### src/rtl/ncmfe_pkg.sv
/*
 * Shared constants, types and decode helpers of the nibble core executor.
 * Assumes one system clock and an asynchronous active-low reset.
 */
package ncmfe_pkg;

  // ----------------------------------------------------------------
  // Register map (word addresses on the Avalon slave)
  // ----------------------------------------------------------------
  localparam logic [2:0] REG_CMD   = 3'h0;
  localparam logic [2:0] REG_CORE  = 3'h1;
  localparam logic [2:0] REG_FLAGS = 3'h2;
  localparam logic [2:0] REG_PORT  = 3'h3;

  // ----------------------------------------------------------------
  // Widths, reset values and timing
  // ----------------------------------------------------------------
  localparam int         PC_W        = 11;
  localparam int         RAM_AW      = 7;
  localparam int         CLK_NS      = 100;
  localparam int         MC_NS       = 400;
  localparam int         MC_CLKS     = MC_NS / CLK_NS;
  localparam logic [3:0] NIB_RST     = 4'h0;
  localparam logic [7:0] BYTE_RST    = 8'h00;
  localparam logic [PC_W-1:0] PC_RST = 11'h000;

  // ----------------------------------------------------------------
  // Instruction codes
  // ----------------------------------------------------------------
  typedef enum logic [4:0] {
    OP_NOP       = 5'b00000,
    OP_MOV_WR_R  = 5'b00001,
    OP_MOV_R_WR  = 5'b00010,
    OP_MOVE_WITH_ACC_COPY_WR_R = 5'b00011,
    OP_MOVE_WITH_ACC_COPY_R_WR = 5'b00100,
    OP_MOV_R_ACC = 5'b00101,
    OP_MOV_ACC_R = 5'b00110,
    OP_MOV_R_IMM = 5'b00111,
    OP_LD_IND    = 5'b01000,
    OP_ST_IND    = 5'b01001,
    OP_LUT_LO    = 5'b01010,
    OP_LUT_HI    = 5'b01011,
    OP_TBL_R     = 5'b01100,
    OP_TBL_WR    = 5'b01101,
    OP_SER_IN    = 5'b01110,
    OP_SER_OUT   = 5'b01111,
    OP_PMF_CLR   = 5'b10000,
    OP_PMF_SET   = 5'b10001,
    OP_EVF_CLR   = 5'b10010,
    OP_PEF_WR    = 5'b10011,
    OP_IEF_WR    = 5'b10100,
    OP_HEF_WR    = 5'b10101,
    OP_SEF_WR    = 5'b10110,
    OP_PSA_RD    = 5'b10111,
    OP_PSA_CLR   = 5'b11000,
    OP_PSC_RD    = 5'b11001,
    OP_PSC_CLR   = 5'b11010,
    OP_DIV_CLR   = 5'b11011,
    OP_CALL      = 5'b11100,
    OP_RTN       = 5'b11101,
    OP_PAGE_RD   = 5'b11110,
    OP_PAGE_WR   = 5'b11111
  } ncmfe_op_t;

  typedef enum logic {
    ST_IDLE = 1'b0,
    ST_EXEC = 1'b1
  } ncmfe_state_t;

  // Command word: low 27 bits of the CMD register write.
  typedef struct packed {
    logic [6:0]  r;    // RAM location operand
    logic [3:0]  wr;   // working register index
    logic [10:0] imm;  // immediate or call target
    ncmfe_op_t   op;
  } ncmfe_cmd_t;

  // Machine cycles an instruction takes.
  function automatic logic [1:0] ncmfe_mc(input ncmfe_op_t op);
    case (op)
      OP_LD_IND, OP_ST_IND, OP_TBL_R, OP_TBL_WR, OP_SER_IN: return 2'h2;
      default: return 2'h1;
    endcase
  endfunction : ncmfe_mc

  // True for instructions that reload the zero flag.
  function automatic logic ncmfe_zf_op(input ncmfe_op_t op);
    case (op)
      OP_MOVE_WITH_ACC_COPY_WR_R, OP_MOVE_WITH_ACC_COPY_R_WR, OP_MOV_ACC_R, OP_PSA_RD, OP_PSC_RD,
      OP_PAGE_RD: return 1'b1;
      default: return 1'b0;
    endcase
  endfunction : ncmfe_zf_op

endpackage : ncmfe_pkg

### src/rtl/ncmfe_ram.sv
/*
 * Data RAM of the core, 128 nibbles, working registers at 0 to 15.
 * Read data come out of a register one clock after the address.
 */
module ncmfe_ram
  import ncmfe_pkg::*;
#(
  parameter int AW = RAM_AW
) (
  input  wire logic          clk,     // system clock
  input  wire logic          reset_n, // asynchronous reset, active low
  input  wire logic          we,      // write strobe
  input  wire logic [AW-1:0] waddr,   // write address
  input  wire logic [3:0]    wdata,   // write data
  input  wire logic [AW-1:0] raddr,   // read address
  output logic      [3:0]    rdata    // registered read data
);

  logic [3:0] mem [2**AW];

  always_ff @(posedge clk) begin
    if (we) begin
      mem[waddr] <= wdata;
    end
  end

  always_ff @(posedge clk or negedge reset_n) begin
    if (!reset_n) begin
      rdata <= NIB_RST;
    end else begin
      rdata <= mem[raddr];
    end
  end

endmodule : ncmfe_ram

### src/rtl/ncmfe_exec.sv
/*
 * Executor for the data-move, table, serial, flag, status, divider-clear
 * and call instructions of a 4-bit core. Software posts one instruction
 * by writing the CMD register; the write stalls until it has retired.
 * Assumes lookup ROM, serial buffer and event sources on the same clock.
 */
// Decided for this implementation: the Avalon-MM slave port and the register addresses.
module ncmfe_exec
  import ncmfe_pkg::*;
#(
  parameter int LUT_AW      = 11,
  parameter int STACK_DEPTH = 8
) (
  input  wire logic              clk,                 // 10 MHz clock
  input  wire logic              reset_n,             // async reset
  input  wire logic [2:0]        avm_address,         // word address
  input  wire logic              avm_read,            // read request
  input  wire logic              avm_write,           // write request
  input  wire logic [31:0]       avm_writedata,       // write data
  output logic      [31:0]       avm_readdata,        // read data
  output logic                   avm_waitrequest,     // stall
  output logic      [LUT_AW-1:0] lut_addr,            // lookup address
  input  wire logic [3:0]        lut_data,            // lookup entry
  input  wire logic [3:0]        serial_in_buffer,    // received nibble
  output logic                   serial_in_clk_pin,   // receive clock
  output logic      [7:0]        serial_out_pin,      // memory, acc
  output logic                   serial_out_clk_pin,  // send clock
  output logic                   divider_a_low_clr,   // low stage reset
  input  wire logic [3:0]        event_set,           // event pulses
  input  wire logic [3:0]        port_a_set,          // status A pulses
  input  wire logic [3:0]        port_c_set,          // status C pulses
  output logic      [3:0]        parameter_flags,     // parameter bits
  output logic      [3:0]        event_flags,         // sticky events
  output logic      [3:0]        port_enable_flags,   // port enables
  output logic      [7:0]        irq_enable_flags,    // irq enables
  output logic      [7:0]        hold_release_enables,// hold wake
  output logic      [3:0]        stop_wake_enables    // port C wake
);

  localparam int CW  = $clog2(2 * MC_CLKS + 1);
  localparam int SPW = $clog2(STACK_DEPTH);

  // The status word carries a 3-bit stack pointer, hence the upper depth.
  if (LUT_AW < 11 || LUT_AW > 12 || MC_CLKS < 4 || STACK_DEPTH > 8 ||
      STACK_DEPTH < 2 || 2**SPW != STACK_DEPTH) begin : g_bad_params
    $error("ncmfe_exec: unsupported parameter values");
  end

  // ----------------------------------------------------------------
  // Core state
  // ----------------------------------------------------------------
  ncmfe_state_t    state;
  ncmfe_cmd_t      cmd;
  logic [CW-1:0]   cnt;
  logic [3:0]      accumulator;
  logic            zero_flag;
  logic            carry_flag;
  logic [3:0]      page;
  logic [7:0]      lut_addr_buf;
  logic [3:0]      port_status_a;
  logic [3:0]      port_status_c;
  logic [PC_W-1:0] pc;
  logic [PC_W-1:0] stack_mem [STACK_DEPTH];
  logic [SPW-1:0]  sp;
  logic [3:0]      d1;
  logic [3:0]      d2;
  logic [3:0]      lut_q;

  // ----------------------------------------------------------------
  // Decode
  // ----------------------------------------------------------------
  wire logic [3:0] wr_rdata;
  wire logic       exec      = (state == ST_EXEC);
  wire logic [1:0] mc        = ncmfe_mc(cmd.op);
  wire logic [CW-1:0] last   = CW'(32'(mc) * MC_CLKS - 1);
  wire logic       done      = exec && (cnt == last);
  wire logic       req_free  = avm_waitrequest && (state == ST_IDLE);
  wire logic       take_rd   = avm_read && req_free;
  wire logic       start     = avm_write && req_free &&
                               (avm_address == REG_CMD);
  wire logic       take_wr   = avm_write && req_free &&
                               (avm_address != REG_CMD);
  wire logic       wr_first  = (cmd.op == OP_MOV_R_WR) ||
                               (cmd.op == OP_MOVE_WITH_ACC_COPY_R_WR);
  wire logic [6:0] ind_addr  = {page[2:0], d1};
  wire logic [6:0] addr_a    = wr_first ? {3'h0, cmd.wr} : cmd.r;
  wire logic [6:0] addr_b    = (cmd.op == OP_LD_IND) ? ind_addr
                                                     : {3'h0, cmd.wr};
  wire logic [6:0] ram_raddr = (cnt == '0) ? addr_a : addr_b;
  wire logic [11:0] tab_idx  = {lut_addr_buf, accumulator};
  wire logic [11:0] imm_idx  = {1'b0, cmd.imm[6:0], accumulator};
  wire logic [SPW-1:0] sp_dec = sp - SPW'(1);

  // RAM write target and data for the retiring instruction.
  logic       ram_we;
  logic [6:0] ram_waddr;
  logic [3:0] ram_wdata;
  logic       acc_ld;
  always_comb begin
    ram_we    = 1'b0;
    ram_waddr = cmd.r;
    ram_wdata = d1;
    acc_ld    = 1'b0;
    unique case (cmd.op)
      OP_MOV_WR_R: begin
        ram_we = 1'b1; ram_waddr = {3'h0, cmd.wr};
      end
      OP_MOVE_WITH_ACC_COPY_WR_R: begin
        ram_we = 1'b1; ram_waddr = {3'h0, cmd.wr}; acc_ld = 1'b1;
      end
      OP_MOV_R_WR:  ram_we = 1'b1;
      OP_MOVE_WITH_ACC_COPY_R_WR: begin
        ram_we = 1'b1; acc_ld = 1'b1;
      end
      OP_MOV_R_ACC: begin
        ram_we = 1'b1; ram_wdata = accumulator;
      end
      OP_MOV_ACC_R: acc_ld = 1'b1;
      OP_MOV_R_IMM: begin
        ram_we = 1'b1; ram_wdata = cmd.imm[3:0];
      end
      OP_LD_IND: begin
        ram_we = 1'b1; ram_waddr = {3'h0, cmd.wr}; ram_wdata = d2;
      end
      OP_ST_IND: begin
        ram_we = 1'b1; ram_waddr = ind_addr; ram_wdata = d2;
      end
      OP_TBL_R: begin
        ram_we = 1'b1; ram_wdata = lut_q;
      end
      OP_TBL_WR: begin
        ram_we = 1'b1; ram_waddr = {3'h0, cmd.wr}; ram_wdata = lut_q;
      end
      OP_SER_IN: begin
        ram_we = 1'b1; ram_wdata = serial_in_buffer; acc_ld = 1'b1;
      end
      OP_PSA_RD: begin
        ram_we = 1'b1; ram_wdata = port_status_a; acc_ld = 1'b1;
      end
      OP_PSC_RD: begin
        ram_we = 1'b1; ram_wdata = port_status_c; acc_ld = 1'b1;
      end
      OP_PAGE_RD: begin
        ram_we = 1'b1; ram_wdata = page; acc_ld = 1'b1;
      end
      default: ram_we = 1'b0;
    endcase
    ram_we = ram_we && done;
  end

  ncmfe_ram #(.AW(RAM_AW)) u_ram (
    .clk     (clk),
    .reset_n (reset_n),
    .we      (ram_we),
    .waddr   (ram_waddr),
    .wdata   (ram_wdata),
    .raddr   (ram_raddr),
    .rdata   (wr_rdata)
  );

  // ----------------------------------------------------------------
  // Sequencer and operand capture
  // ----------------------------------------------------------------
  always_ff @(posedge clk or negedge reset_n) begin
    if (!reset_n) begin
      state <= ST_IDLE;
      cmd   <= '0;
      cnt   <= '0;
      d1    <= NIB_RST;
      d2    <= NIB_RST;
      lut_q <= NIB_RST;
    end else begin
      if (start) begin
        state <= ST_EXEC;
        cmd   <= ncmfe_cmd_t'(avm_writedata[26:0]);
        cnt   <= '0;
      end else if (done) begin
        state <= ST_IDLE;
      end else if (exec) begin
        cnt <= cnt + CW'(1);
      end
      if (exec && cnt == CW'(1)) d1 <= wr_rdata;
      if (exec && cnt == CW'(3)) d2 <= wr_rdata;
      if (exec && cnt == CW'(2)) lut_q <= lut_data;
    end
  end

  // ----------------------------------------------------------------
  // Architectural registers
  // ----------------------------------------------------------------
  // Hardware set pulses win over a clear in the same cycle, so no
  // event arriving in the clock in which the clear takes effect is lost.
  always_ff @(posedge clk or negedge reset_n) begin
    if (!reset_n) begin
      accumulator          <= NIB_RST;
      zero_flag            <= 1'b0;
      carry_flag           <= 1'b0;
      page                 <= NIB_RST;
      lut_addr_buf         <= BYTE_RST;
      parameter_flags      <= NIB_RST;
      port_enable_flags    <= NIB_RST;
      irq_enable_flags     <= BYTE_RST;
      hold_release_enables <= BYTE_RST;
      stop_wake_enables    <= NIB_RST;
    end else if (done) begin
      if (acc_ld) begin
        accumulator <= ram_wdata;
        if (ncmfe_zf_op(cmd.op)) zero_flag <= (ram_wdata == 4'h0);
      end
      unique case (cmd.op)
        OP_PAGE_WR: page <= d1;
        OP_LUT_LO:  lut_addr_buf[3:0] <= d1;
        OP_LUT_HI:  lut_addr_buf[7:4] <= d1;
        OP_PMF_CLR: parameter_flags <= parameter_flags & ~cmd.imm[3:0];
        OP_PMF_SET: parameter_flags <= parameter_flags | cmd.imm[3:0];
        OP_PEF_WR:  port_enable_flags <= cmd.imm[3:0];
        OP_IEF_WR:  irq_enable_flags <= cmd.imm[7:0];
        OP_HEF_WR:  hold_release_enables <= cmd.imm[7:0];
        OP_SEF_WR:  stop_wake_enables <= cmd.imm[3:0];
        default:    carry_flag <= carry_flag;
      endcase
    end
  end

  wire logic evf_clr = done && (cmd.op == OP_EVF_CLR);
  wire logic psa_clr = done && (cmd.op == OP_PSA_CLR);
  wire logic psc_clr = done && (cmd.op == OP_PSC_CLR);

  always_ff @(posedge clk or negedge reset_n) begin
    if (!reset_n) begin
      event_flags   <= NIB_RST;
      port_status_a <= NIB_RST;
      port_status_c <= NIB_RST;
    end else begin
      event_flags   <= (evf_clr ? event_flags & ~cmd.imm[3:0]
                                : event_flags) | event_set;
      port_status_a <= (psa_clr ? 4'h0 : port_status_a) | port_a_set;
      port_status_c <= (psc_clr ? 4'h0 : port_status_c) | port_c_set;
    end
  end

  // Stack wraps silently past its depth, as a small core's does.
  always_ff @(posedge clk or negedge reset_n) begin
    if (!reset_n) begin
      pc <= PC_RST;
      sp <= '0;
    end else if (done) begin
      unique case (cmd.op)
        OP_CALL: begin
          stack_mem[sp] <= pc + PC_W'(1);
          sp            <= sp + SPW'(1);
          pc            <= cmd.imm;
        end
        OP_RTN: begin
          sp <= sp_dec;
          pc <= stack_mem[sp_dec];
        end
        default: pc <= pc + PC_W'(1);
      endcase
    end
  end

  // ----------------------------------------------------------------
  // Pins toward ROM, serial port and divider
  // ----------------------------------------------------------------
  always_ff @(posedge clk or negedge reset_n) begin
    if (!reset_n) begin
      lut_addr           <= '0;
      serial_in_clk_pin  <= 1'b0;
      serial_out_pin     <= BYTE_RST;
      serial_out_clk_pin <= 1'b0;
      divider_a_low_clr  <= 1'b0;
    end else begin
      if (exec && cnt == '0) begin
        lut_addr <= (cmd.op == OP_TBL_WR) ? imm_idx[LUT_AW-1:0]
                                          : tab_idx[LUT_AW-1:0];
      end
      serial_in_clk_pin  <= done && (cmd.op == OP_SER_IN);
      serial_out_clk_pin <= done && (cmd.op == OP_SER_OUT);
      if (done && cmd.op == OP_SER_OUT) serial_out_pin <= {d1, accumulator};
      divider_a_low_clr  <= done && (cmd.op == OP_DIV_CLR);
    end
  end

  // ----------------------------------------------------------------
  // Avalon slave
  // ----------------------------------------------------------------
  wire logic [31:0] rd_mux =
    (avm_address == REG_CMD)   ? {5'h0, cmd} :
    (avm_address == REG_CORE)  ? {3'h0, pc, 3'(sp), 3'h0, page, 2'h0,
                                  carry_flag, zero_flag,
                                  accumulator} :
    (avm_address == REG_FLAGS) ? {hold_release_enables, irq_enable_flags,
                                  stop_wake_enables, port_enable_flags,
                                  event_flags, parameter_flags} :
    (avm_address == REG_PORT)  ? {16'h0, lut_addr_buf, port_status_c,
                                  port_status_a} : 32'h0;

  always_ff @(posedge clk or negedge reset_n) begin
    if (!reset_n) begin
      avm_waitrequest <= 1'b1;
      avm_readdata    <= 32'h0;
    end else begin
      avm_waitrequest <= !(take_rd || take_wr || done);
      if (take_rd) avm_readdata <= rd_mux;
    end
  end

  logic [CW:0] busy_clks;
  always_ff @(posedge clk or negedge reset_n) begin
    if (!reset_n) busy_clks <= '0;
    else if (start) busy_clks <= '0;
    else if (exec) busy_clks <= busy_clks + (CW+1)'(1);
  end
endmodule : ncmfe_exec

### config.mk
export PLATFORM = sky130hd
export DESIGN_NAME = ncmfe_exec
export DESIGN_NICKNAME = d
export VERILOG_FILES = /design/src/rtl/ncmfe_pkg.sv /design/src/rtl/ncmfe_ram.sv /design/src/rtl/ncmfe_exec.sv
export SDC_FILE = /design/constraint.sdc
export NUM_CORES = 1
export LEC_CHECK = 0
export ABC_AREA = 1
export BUFFER_PORTS_ARGS = -buffer_cell sky130_fd_sc_hd__buf_2
export CAP_MARGIN = 20
export CORE_ASPECT_RATIO = 0.9
export CORE_MARGIN = 2
export CORE_UTILIZATION = 45
export DETAILED_ROUTE_END_ITERATION = 8
export PLACE_DENSITY_LB_ADDON = 0.25
export SETUP_SLACK_MARGIN = 0.02
export SLEW_MARGIN = 20
export SYNTH_ARGS = -nofsm -noshare
export SYNTH_HDL_FRONTEND = slang
export SYNTH_SLANG_ARGS = --single-unit
### constraint.sdc
create_clock -name clk -period 6.6 [get_ports clk]
set_input_delay 0.99 -clock clk [delete_from_list [all_inputs] [get_ports clk]]
set_output_delay 0.99 -clock clk [all_outputs]
set_load 0.005 [all_outputs]
==> flow_metrics.env, run 1 <==
export IMPL_reg2reg_slack_ns=1.55
export IMPL_start_util_pct=45.3
export IMPL_synth_seq_area_share_pct=65.0
export IMPL_rows=96
export IMPL_syn2layout_area_growth_pct=12.7
export IMPL_final_antenna_net_count=0
export IMPL_dr_pass1_iters=6
export IMPL_path_clk_slew_ns=0.06
export IMPL_die_area_sq_mm=0.0787
export IMPL_clock_sinks=774
export IMPL_final_setup_skew_ns=0.0225
export IMPL_cts_htree_levels=3
export IMPL_wl_um=89400
export IMPL_netlist_area_sq_mm=0.0344
export IMPL_reg2reg_depth=13
export IMPL_die_w_um=296
export IMPL_io_buffers=140
export IMPL_syn_nets=3589
export IMPL_maxCapViolCount=0
export IMPL_clockRootBuffer="clkbuf_16"
export IMPL_grt_start_max_net_pins=161
export IMPL_wire_per_inst_um=18.9
export IMPL_cts_buffers=81
export IMPL_ir_drop_uv=659
export IMPL_worst_pin_slew_ns=1.07
export IMPL_ys_seq_elements=774
export IMPL_post_cts_buffers=0
export IMPL_path_max_fanout=24
export IMPL_die_h_um=266
export IMPL_hold_ws_ns=0.348
export IMPL_final_cell_mix="nand2_1 (801), inv_1 (601), edfxtp_1 (600)"
export IMPL_drcViolationCount=0
export IMPL_drive_above_1_share_pct=8.81
export IMPL_leakage_uw=0.0166
export IMPL_via_per_inst=5.24
export IMPL_insertion_delay_ns=0.63
export IMPL_clockBufferDepth=3
export IMPL_crit_arrival_ns=5.31
export IMPL_min_period_ns=5.05
export IMPL_hold_path_class="in -> async"
export IMPL_max_slew_margin_rel_pct=28.6
export IMPL_p_per_area_mw_per_mm2=513
export IMPL_grt_usage_pct=22.8
export IMPL_outcome="finished, final reports clean"
export IMPL_layout_nets=3690
export IMPL_tritoncts="built"
export IMPL_fmax_mhz=198
export IMPL_synth_cells=3523
export IMPL_hold_viol=0
export IMPL_post_cts_resize_count=0
export IMPL_slew_violations=0
export IMPL_endpoint_kind="flip-flop"
export IMPL_layout_commonest_cell="nand2_1"
export IMPL_synth_warning_count=0
export IMPL_grt_setup_unrepaired="false"
export IMPL_tns_ns=0
export IMPL_worstPathRequired_ns=6.86
export IMPL_core_sq_mm=0.0760
export IMPL_ys_types=43
export IMPL_fin_crit_sh_pct=76.5
export IMPL_io_pins=146
export IMPL_syn_avg_cell_area_sq_um=9.77
export IMPL_dp_hpwl_um=54000
export IMPL_crit_type="reg -> reg"
export IMPL_report_final_setup_viol=0
export IMPL_grt_pass1_vias=23400
export IMPL_vias=24700
export IMPL_r2r_start="cmd[4]$_DFFE_PN0P_"
export IMPL_drt_iter0_markers=2492
export IMPL_cts_hold_buf=0
export IMPL_antenna_found_initial=2
export IMPL_nFillCells=6821
export IMPL_start_kind="flip-flop"
export IMPL_grt_overflow=0
export IMPL_gp_congestion=0.899
export IMPL_grt_pass1_wl_um=138000
export IMPL_r2r_end="u_ram.mem[11][3]$_DFFE_PP_"
## cells by family (layout without fill, tap and decap cells)
logic type,after synthesis,in the layout,share of synthesized area (%)
multiplexers,3,3,0.0982
other,0,1,0
XOR/XNOR,12,12,0.305
flip-flops,774,774,65.0
AO/OA/AOI/OAI,330,330,5.61
AND/OR/NAND/NOR,1626,1626,20.2
adder cells (fa/ha/maj),7,7,0.254
buffers and inverters,771,938,8.55
## layer usage
layer / wire, um / up-vias / GRT usage, %
met5: 0 / - / 0
li1: - / 11800 / -
met4: 2600 / 0 / 7.15
met1: 39400 / 11900 / 32.7
met3: 6240 / 163 / 3.19
met2: 41200 / 862 / 36.1
## cell usage after synthesis (all sizes together)
cell type | n | area [sq um]
a22oi | 9 | 67.6
a221oi | 17 | 149
nand3 | 555 | 2800
o211a | 1 | 10.0
dfrtp | 173 | 4330
a21oi | 48 | 252
nor2 | 224 | 843
a31oi | 1 | 6.26
ha | 7 | 87.6
o21bai | 8 | 60.1
o221ai | 16 | 140
buf | 60 | 273
nor3 | 23 | 126
o211ai | 8 | 60.1
clkbuf | 102 | 383
xor2 | 11 | 96.3
nand4 | 15 | 131
a211oi | 1 | 7.51
o31ai | 3 | 27.5
mux2 | 3 | 33.8
a32o | 1 | 10.0
a32oi | 1 | 8.76
o22ai | 37 | 231
clkinv | 2 | 7.51
nor4 | 3 | 18.8
o21ai | 177 | 886
dfstp | 1 | 26.3
xnor2 | 1 | 8.76
o2bb2ai | 1 | 8.76
o21a | 1 | 7.51
nand2 | 806 | 3030
inv | 607 | 2280
edfxtp | 600 | 18000
## worst max-delay path, stage by stage (launching register included)
cell,delay (ns)
dfrtp_1,0.59
inv_1,0.31
nand2_1,0.54
nand2_1,0.23
inv_1,0.14
nand3_2,0.12
nand2_1,0.08
nand3_1,0.13
nor3_4,0.13
buf_4,0.30
inv_2,0.22
a21oi_4,0.36
nand4_2,0.89
nor2_1,0.64
## registers in the layout, summed over array words and instances (netlist names), 8 cells and up, named ones only
signal	cells
stack_mem	88
lut_addr	11
irq_enable_flags	8
pc	11
cmd	27
hold_release_enables	8
avm_readdata	32
u_ram.mem	512
serial_out_pin	8
lut_addr_buf	8
## cell type report
cell class	instances	area [sq um]	area share, %
clock buffers	103	2150	5.55
clock inverters	46	419	1.08
flip-flops and latches	774	22400	57.7
multi-input cells	1978	9180	23.7
repair buffers	180	1080	2.79
inverters	609	2290	5.90
diodes	1	2.50	0.00645
well taps	1029	1290	3.32
## report_power, final
| group | switching (uW) | internal, uW | leakage [uW] |
|---|---|---|---|
| clock network | 1870 | 2550 | 0.00124 |
| registers | 294 | 6870 | 0.00765 |
| logic | 6270 | 2040 | 0.00773 |
## worst max-delay path by stage
| stage | start | end | slack, ns | depth (start not counted) |
|---|---|---|---|---|
| finish | cmd[4]$_DFFE_PN0P_ | u_ram.mem[11][3]$_DFFE_PP_ | 1.55 | 13 |
| global route | cmd[4]$_DFFE_PN0P_ | u_ram.mem[11][3]$_DFFE_PP_ | 1.30 | 13 |
| detailed placement | cmd[4]$_DFFE_PN0P_ | u_ram.mem[99][3]$_DFFE_PP_ | 1.62 | 14 |
| floorplan | cmd[2]$_DFFE_PN0P_ | u_ram.mem[0][3]$_DFFE_PP_ | 2.31 | 10 |
| global placement | cmd[4]$_DFFE_PN0P_ | u_ram.mem[11][3]$_DFFE_PP_ | 1.68 | 14 |
| CTS | cmd[4]$_DFFE_PN0P_ | u_ram.mem[99][0]$_DFFE_PP_ | 1.58 | 14 |
## through the flow
| stage | instances | util (%) | setup slack [ns] | power [uW] | cell area (sq um) |
|---|---|---|---|---|---|
| global route | 4720 | 51.0 | 1.30 | 21000 | 38800 |
| global placement | 4570 | 47.6 | 1.68 | 15500 | 36200 |
| floorplan | 3523 | - | 2.31 | 12600 | 34400 |
| finish | 4720 | 51.0 | 1.55 | 19900 | 38800 |
| CTS | 4719 | 51.0 | 1.58 | 20000 | 38800 |
| detailed placement | 4570 | 47.6 | 1.62 | 15600 | 36200 |
(Power assumes the default switching activity.)
==> run 2: changes to the inputs <==
==> constraint.sdc (replaced) <==
create_clock -name clk -period 4.1 [get_ports clk]
set_input_delay 0.615 -clock clk [delete_from_list [all_inputs] [get_ports clk]]
set_output_delay 0.615 -clock clk [all_outputs]
set_load 0.005 [all_outputs]
==> run 2 against run 1 <==
Effect of this change: sequential power up 61%; cell count rose by 0.83%; first-iteration DRC count decreased by 3.8%; final area increased by 1.7%; core utilization grew 0.89 points; wire length grew 2.7%; count of clock-buffer cells in the layout is 1 higher; maximum frequency rose by 37%; clock power is 65% higher; critical path depth up 1; clock skew is 0.012 ns higher; worst setup slack got worse by 1.1 ns; critical path type unchanged; critical endpoint is now u_ram.mem[120][1]$_DFFE_PP_; highest routed layer unchanged.
==> flow_metrics.env, run 2 (synthesized netlist as in run 1, its figures left out) <==
export IMPL_outcome="finished, final reports clean"
export IMPL_dp_hpwl_um=57900
export IMPL_p_per_area_mw_per_mm2=842
export IMPL_die_h_um=266
export IMPL_grt_pass1_vias=23700
export IMPL_ir_drop_uv=901
export IMPL_hold_path_startpoint="event_set[3]"
export IMPL_grt_overflow=0
export IMPL_final_setup_skew_ns=0.0343
export IMPL_io_pins=146
export IMPL_maxCapViolCount=0
export IMPL_rows=96
export IMPL_drt_iter0_markers=2398
export IMPL_gp_congestion=0.887
export IMPL_grt_pass1_wl_um=140000
export IMPL_worstPathRequired_ns=4.35
export IMPL_path_clk_slew_ns=0.06
export IMPL_vias=25000
export IMPL_layout_commonest_cell="nand2_1"
export IMPL_final_antenna_net_count=0
export IMPL_largest_register_ffs=512
export IMPL_tritoncts="built"
export IMPL_hold_depth=3
export IMPL_slew_violations=0
export IMPL_hold_viol=0
export IMPL_design_area_sq_mm=0.0395
export IMPL_layout_setup_ws_ns=0.405
export IMPL_postPlaceCellArea_sq_mm=0.0368
export IMPL_insertion_delay_ns=0.63
export IMPL_syn2layout_area_growth_pct=14.7
export IMPL_path_max_fanout=16
export IMPL_clock_sinks=774
export IMPL_report_final_setup_viol=0
export IMPL_reg2reg_slack_ns=0.40
export IMPL_wire_per_inst_um=19.3
export IMPL_drcViolationCount=0
export IMPL_clockBufferDepth=3
export IMPL_endpoint_kind="flip-flop"
export IMPL_crit_arrival_ns=3.94
export IMPL_dr_pass1_iters=5
export IMPL_layout_nets=3731
export IMPL_power_total_uw=33200
export IMPL_tns_ns=0
export IMPL_path_delay_family="simple AND/OR/NAND/NOR gates"
export IMPL_holdPathEnd="event_flags[3]$_DFF_PN0_"
export IMPL_fin_crit_sh_pct=90.1
export IMPL_pre_cts_slack_ns=0.486
export IMPL_cts_htree_levels=3
export IMPL_top_regs="u_ram.mem (512), stack_mem (88), avm_readdata (32)"
export IMPL_grt_start_max_net_pins=114
export IMPL_via_per_inst=5.25
export IMPL_core_sq_mm=0.0760
export IMPL_clockRootBuffer="clkbuf_16"
export IMPL_io_buffers=140
export IMPL_wl_um=91800
export IMPL_drive_above_1_share_pct=10.6
export IMPL_leakage_uw=0.0169
export IMPL_antenna_found_initial=2
export IMPL_start_kind="flip-flop"
export IMPL_crit_type="reg -> reg"
export IMPL_crit_chain="inv_2 -> nand2_4 -> nor2_4 -> nand2_4 -> nand2_1 -> nor2_1 -> inv_1 -> nor2_1 -> inv_1 -> o22ai_1 -> nand2_1 -> inv_1 -> nand2_1 -> nor2_1"
export IMPL_max_stage_delay_ns=0.48
export IMPL_cts_buffers=81
export IMPL_reg2reg_depth=14
export IMPL_post_cts_resize_count=0
export IMPL_worst_path_buf_inv=4
export IMPL_r2r_start="cmd[1]$_DFFE_PN0P_"
export IMPL_die_w_um=296
export IMPL_r2r_end="u_ram.mem[120][1]$_DFFE_PP_"
export IMPL_largest_register="u_ram.mem"
export IMPL_hold_path_class="in -> reg"
export IMPL_grt_setup_unrepaired="false"
export IMPL_worst_pin_slew_ns=1.01
export IMPL_critPathSlowestCell="nor2_1"
export IMPL_min_period_ns=3.70
export IMPL_final_cell_mix="nand2_1 (793), edfxtp_1 (600), inv_1 (595)"
export IMPL_fmax_mhz=271
export IMPL_die_area_sq_mm=0.0787
export IMPL_grt_usage_pct=23.4
export IMPL_max_slew_margin_rel_pct=33.0
export IMPL_start_util_pct=45.3
## run 2: cell count changes in the layout (fill, tap and decap cells not counted), sizes merged
cell | previous run | this run
clkinvlp | 4 | 0
clkinv | 35 | 37
dlygate4sd3 | 0 | 1
inv | 610 | 609
buf | 180 | 220
clkbuf | 103 | 104
## run 2: what timing repair did
| item | in CTS | in global routing |
|---|---|---|
| endpoints found under the hold margin | 42 | 0 |
| hold buffers | 1 | 0 |
| setup buffers | 0 | 0 |
## run 2: worst max-delay path by stage
stage | slack, ns | endpoint | from | depth (start not counted)
global route | 0.06 | u_ram.mem[50][0]$_DFFE_PP_ | cmd[1]$_DFFE_PN0P_ | 14
floorplan | -0.07 | u_ram.mem[0][3]$_DFFE_PP_ | cmd[1]$_DFFE_PN0P_ | 10
global placement | 0.56 | u_ram.mem[106][0]$_DFFE_PP_ | cmd[3]$_DFFE_PN0P_ | 11
detailed placement | 0.49 | u_ram.mem[37][1]$_DFFE_PP_ | cmd[1]$_DFFE_PN0P_ | 14
CTS | 0.46 | u_ram.mem[37][3]$_DFFE_PP_ | cmd[1]$_DFFE_PN0P_ | 14
finish | 0.40 | u_ram.mem[120][1]$_DFFE_PP_ | cmd[1]$_DFFE_PN0P_ | 14
## run 2: metrics by stage
stage                     utilization (%)  hold WS [ns]  instances
after detailed placement             48.4         0.460       4610
final                                51.9         0.168       4759
after global routing                 51.9         0.163       4759
after floorplan                         -         0.319       3523
after global placement               48.4         0.458       4609
after CTS                            51.9         0.135       4758
## run 2: routing by layer
layer	part of all wire, %	wire length, um	track usage, %
met5	0	0	0
met4	2.9	2650	7.55
met3	7.4	6760	3.82
met2	46	41800	36.2
met1	44	40600	33.7
## run 2: worst min-delay path, cell delays in order
cell and delay (ns):
buf_2 0.07, inv_1 0.03, nand2_1 0.05
## run 2: cell type report
class / instances / area (sq um)
Sequential cell: 774 / 22400
Clock buffer: 104 / 2200
Fill cell: 6757 / 36600
Multi-Input combinational cell: 1978 / 9300
Antenna cell: 1 / 2.50
Inverter: 609 / 2290
Clock inverter: 43 / 432
Tap cell: 1029 / 1290
Timing Repair Buffer: 221 / 1580
## run 2: where the power goes
| group | switching [uW] | leakage, uW | total (uW) | internal [uW] |
|---|---|---|---|---|
| registers | 484 | 0.00765 | 11500 | 11000 |
| clock network | 3090 | 0.00128 | 7280 | 4190 |
| logic | 10400 | 0.00801 | 14400 | 4010 |
| total | 14000 | 0.0169 | 33200 | 19200 |
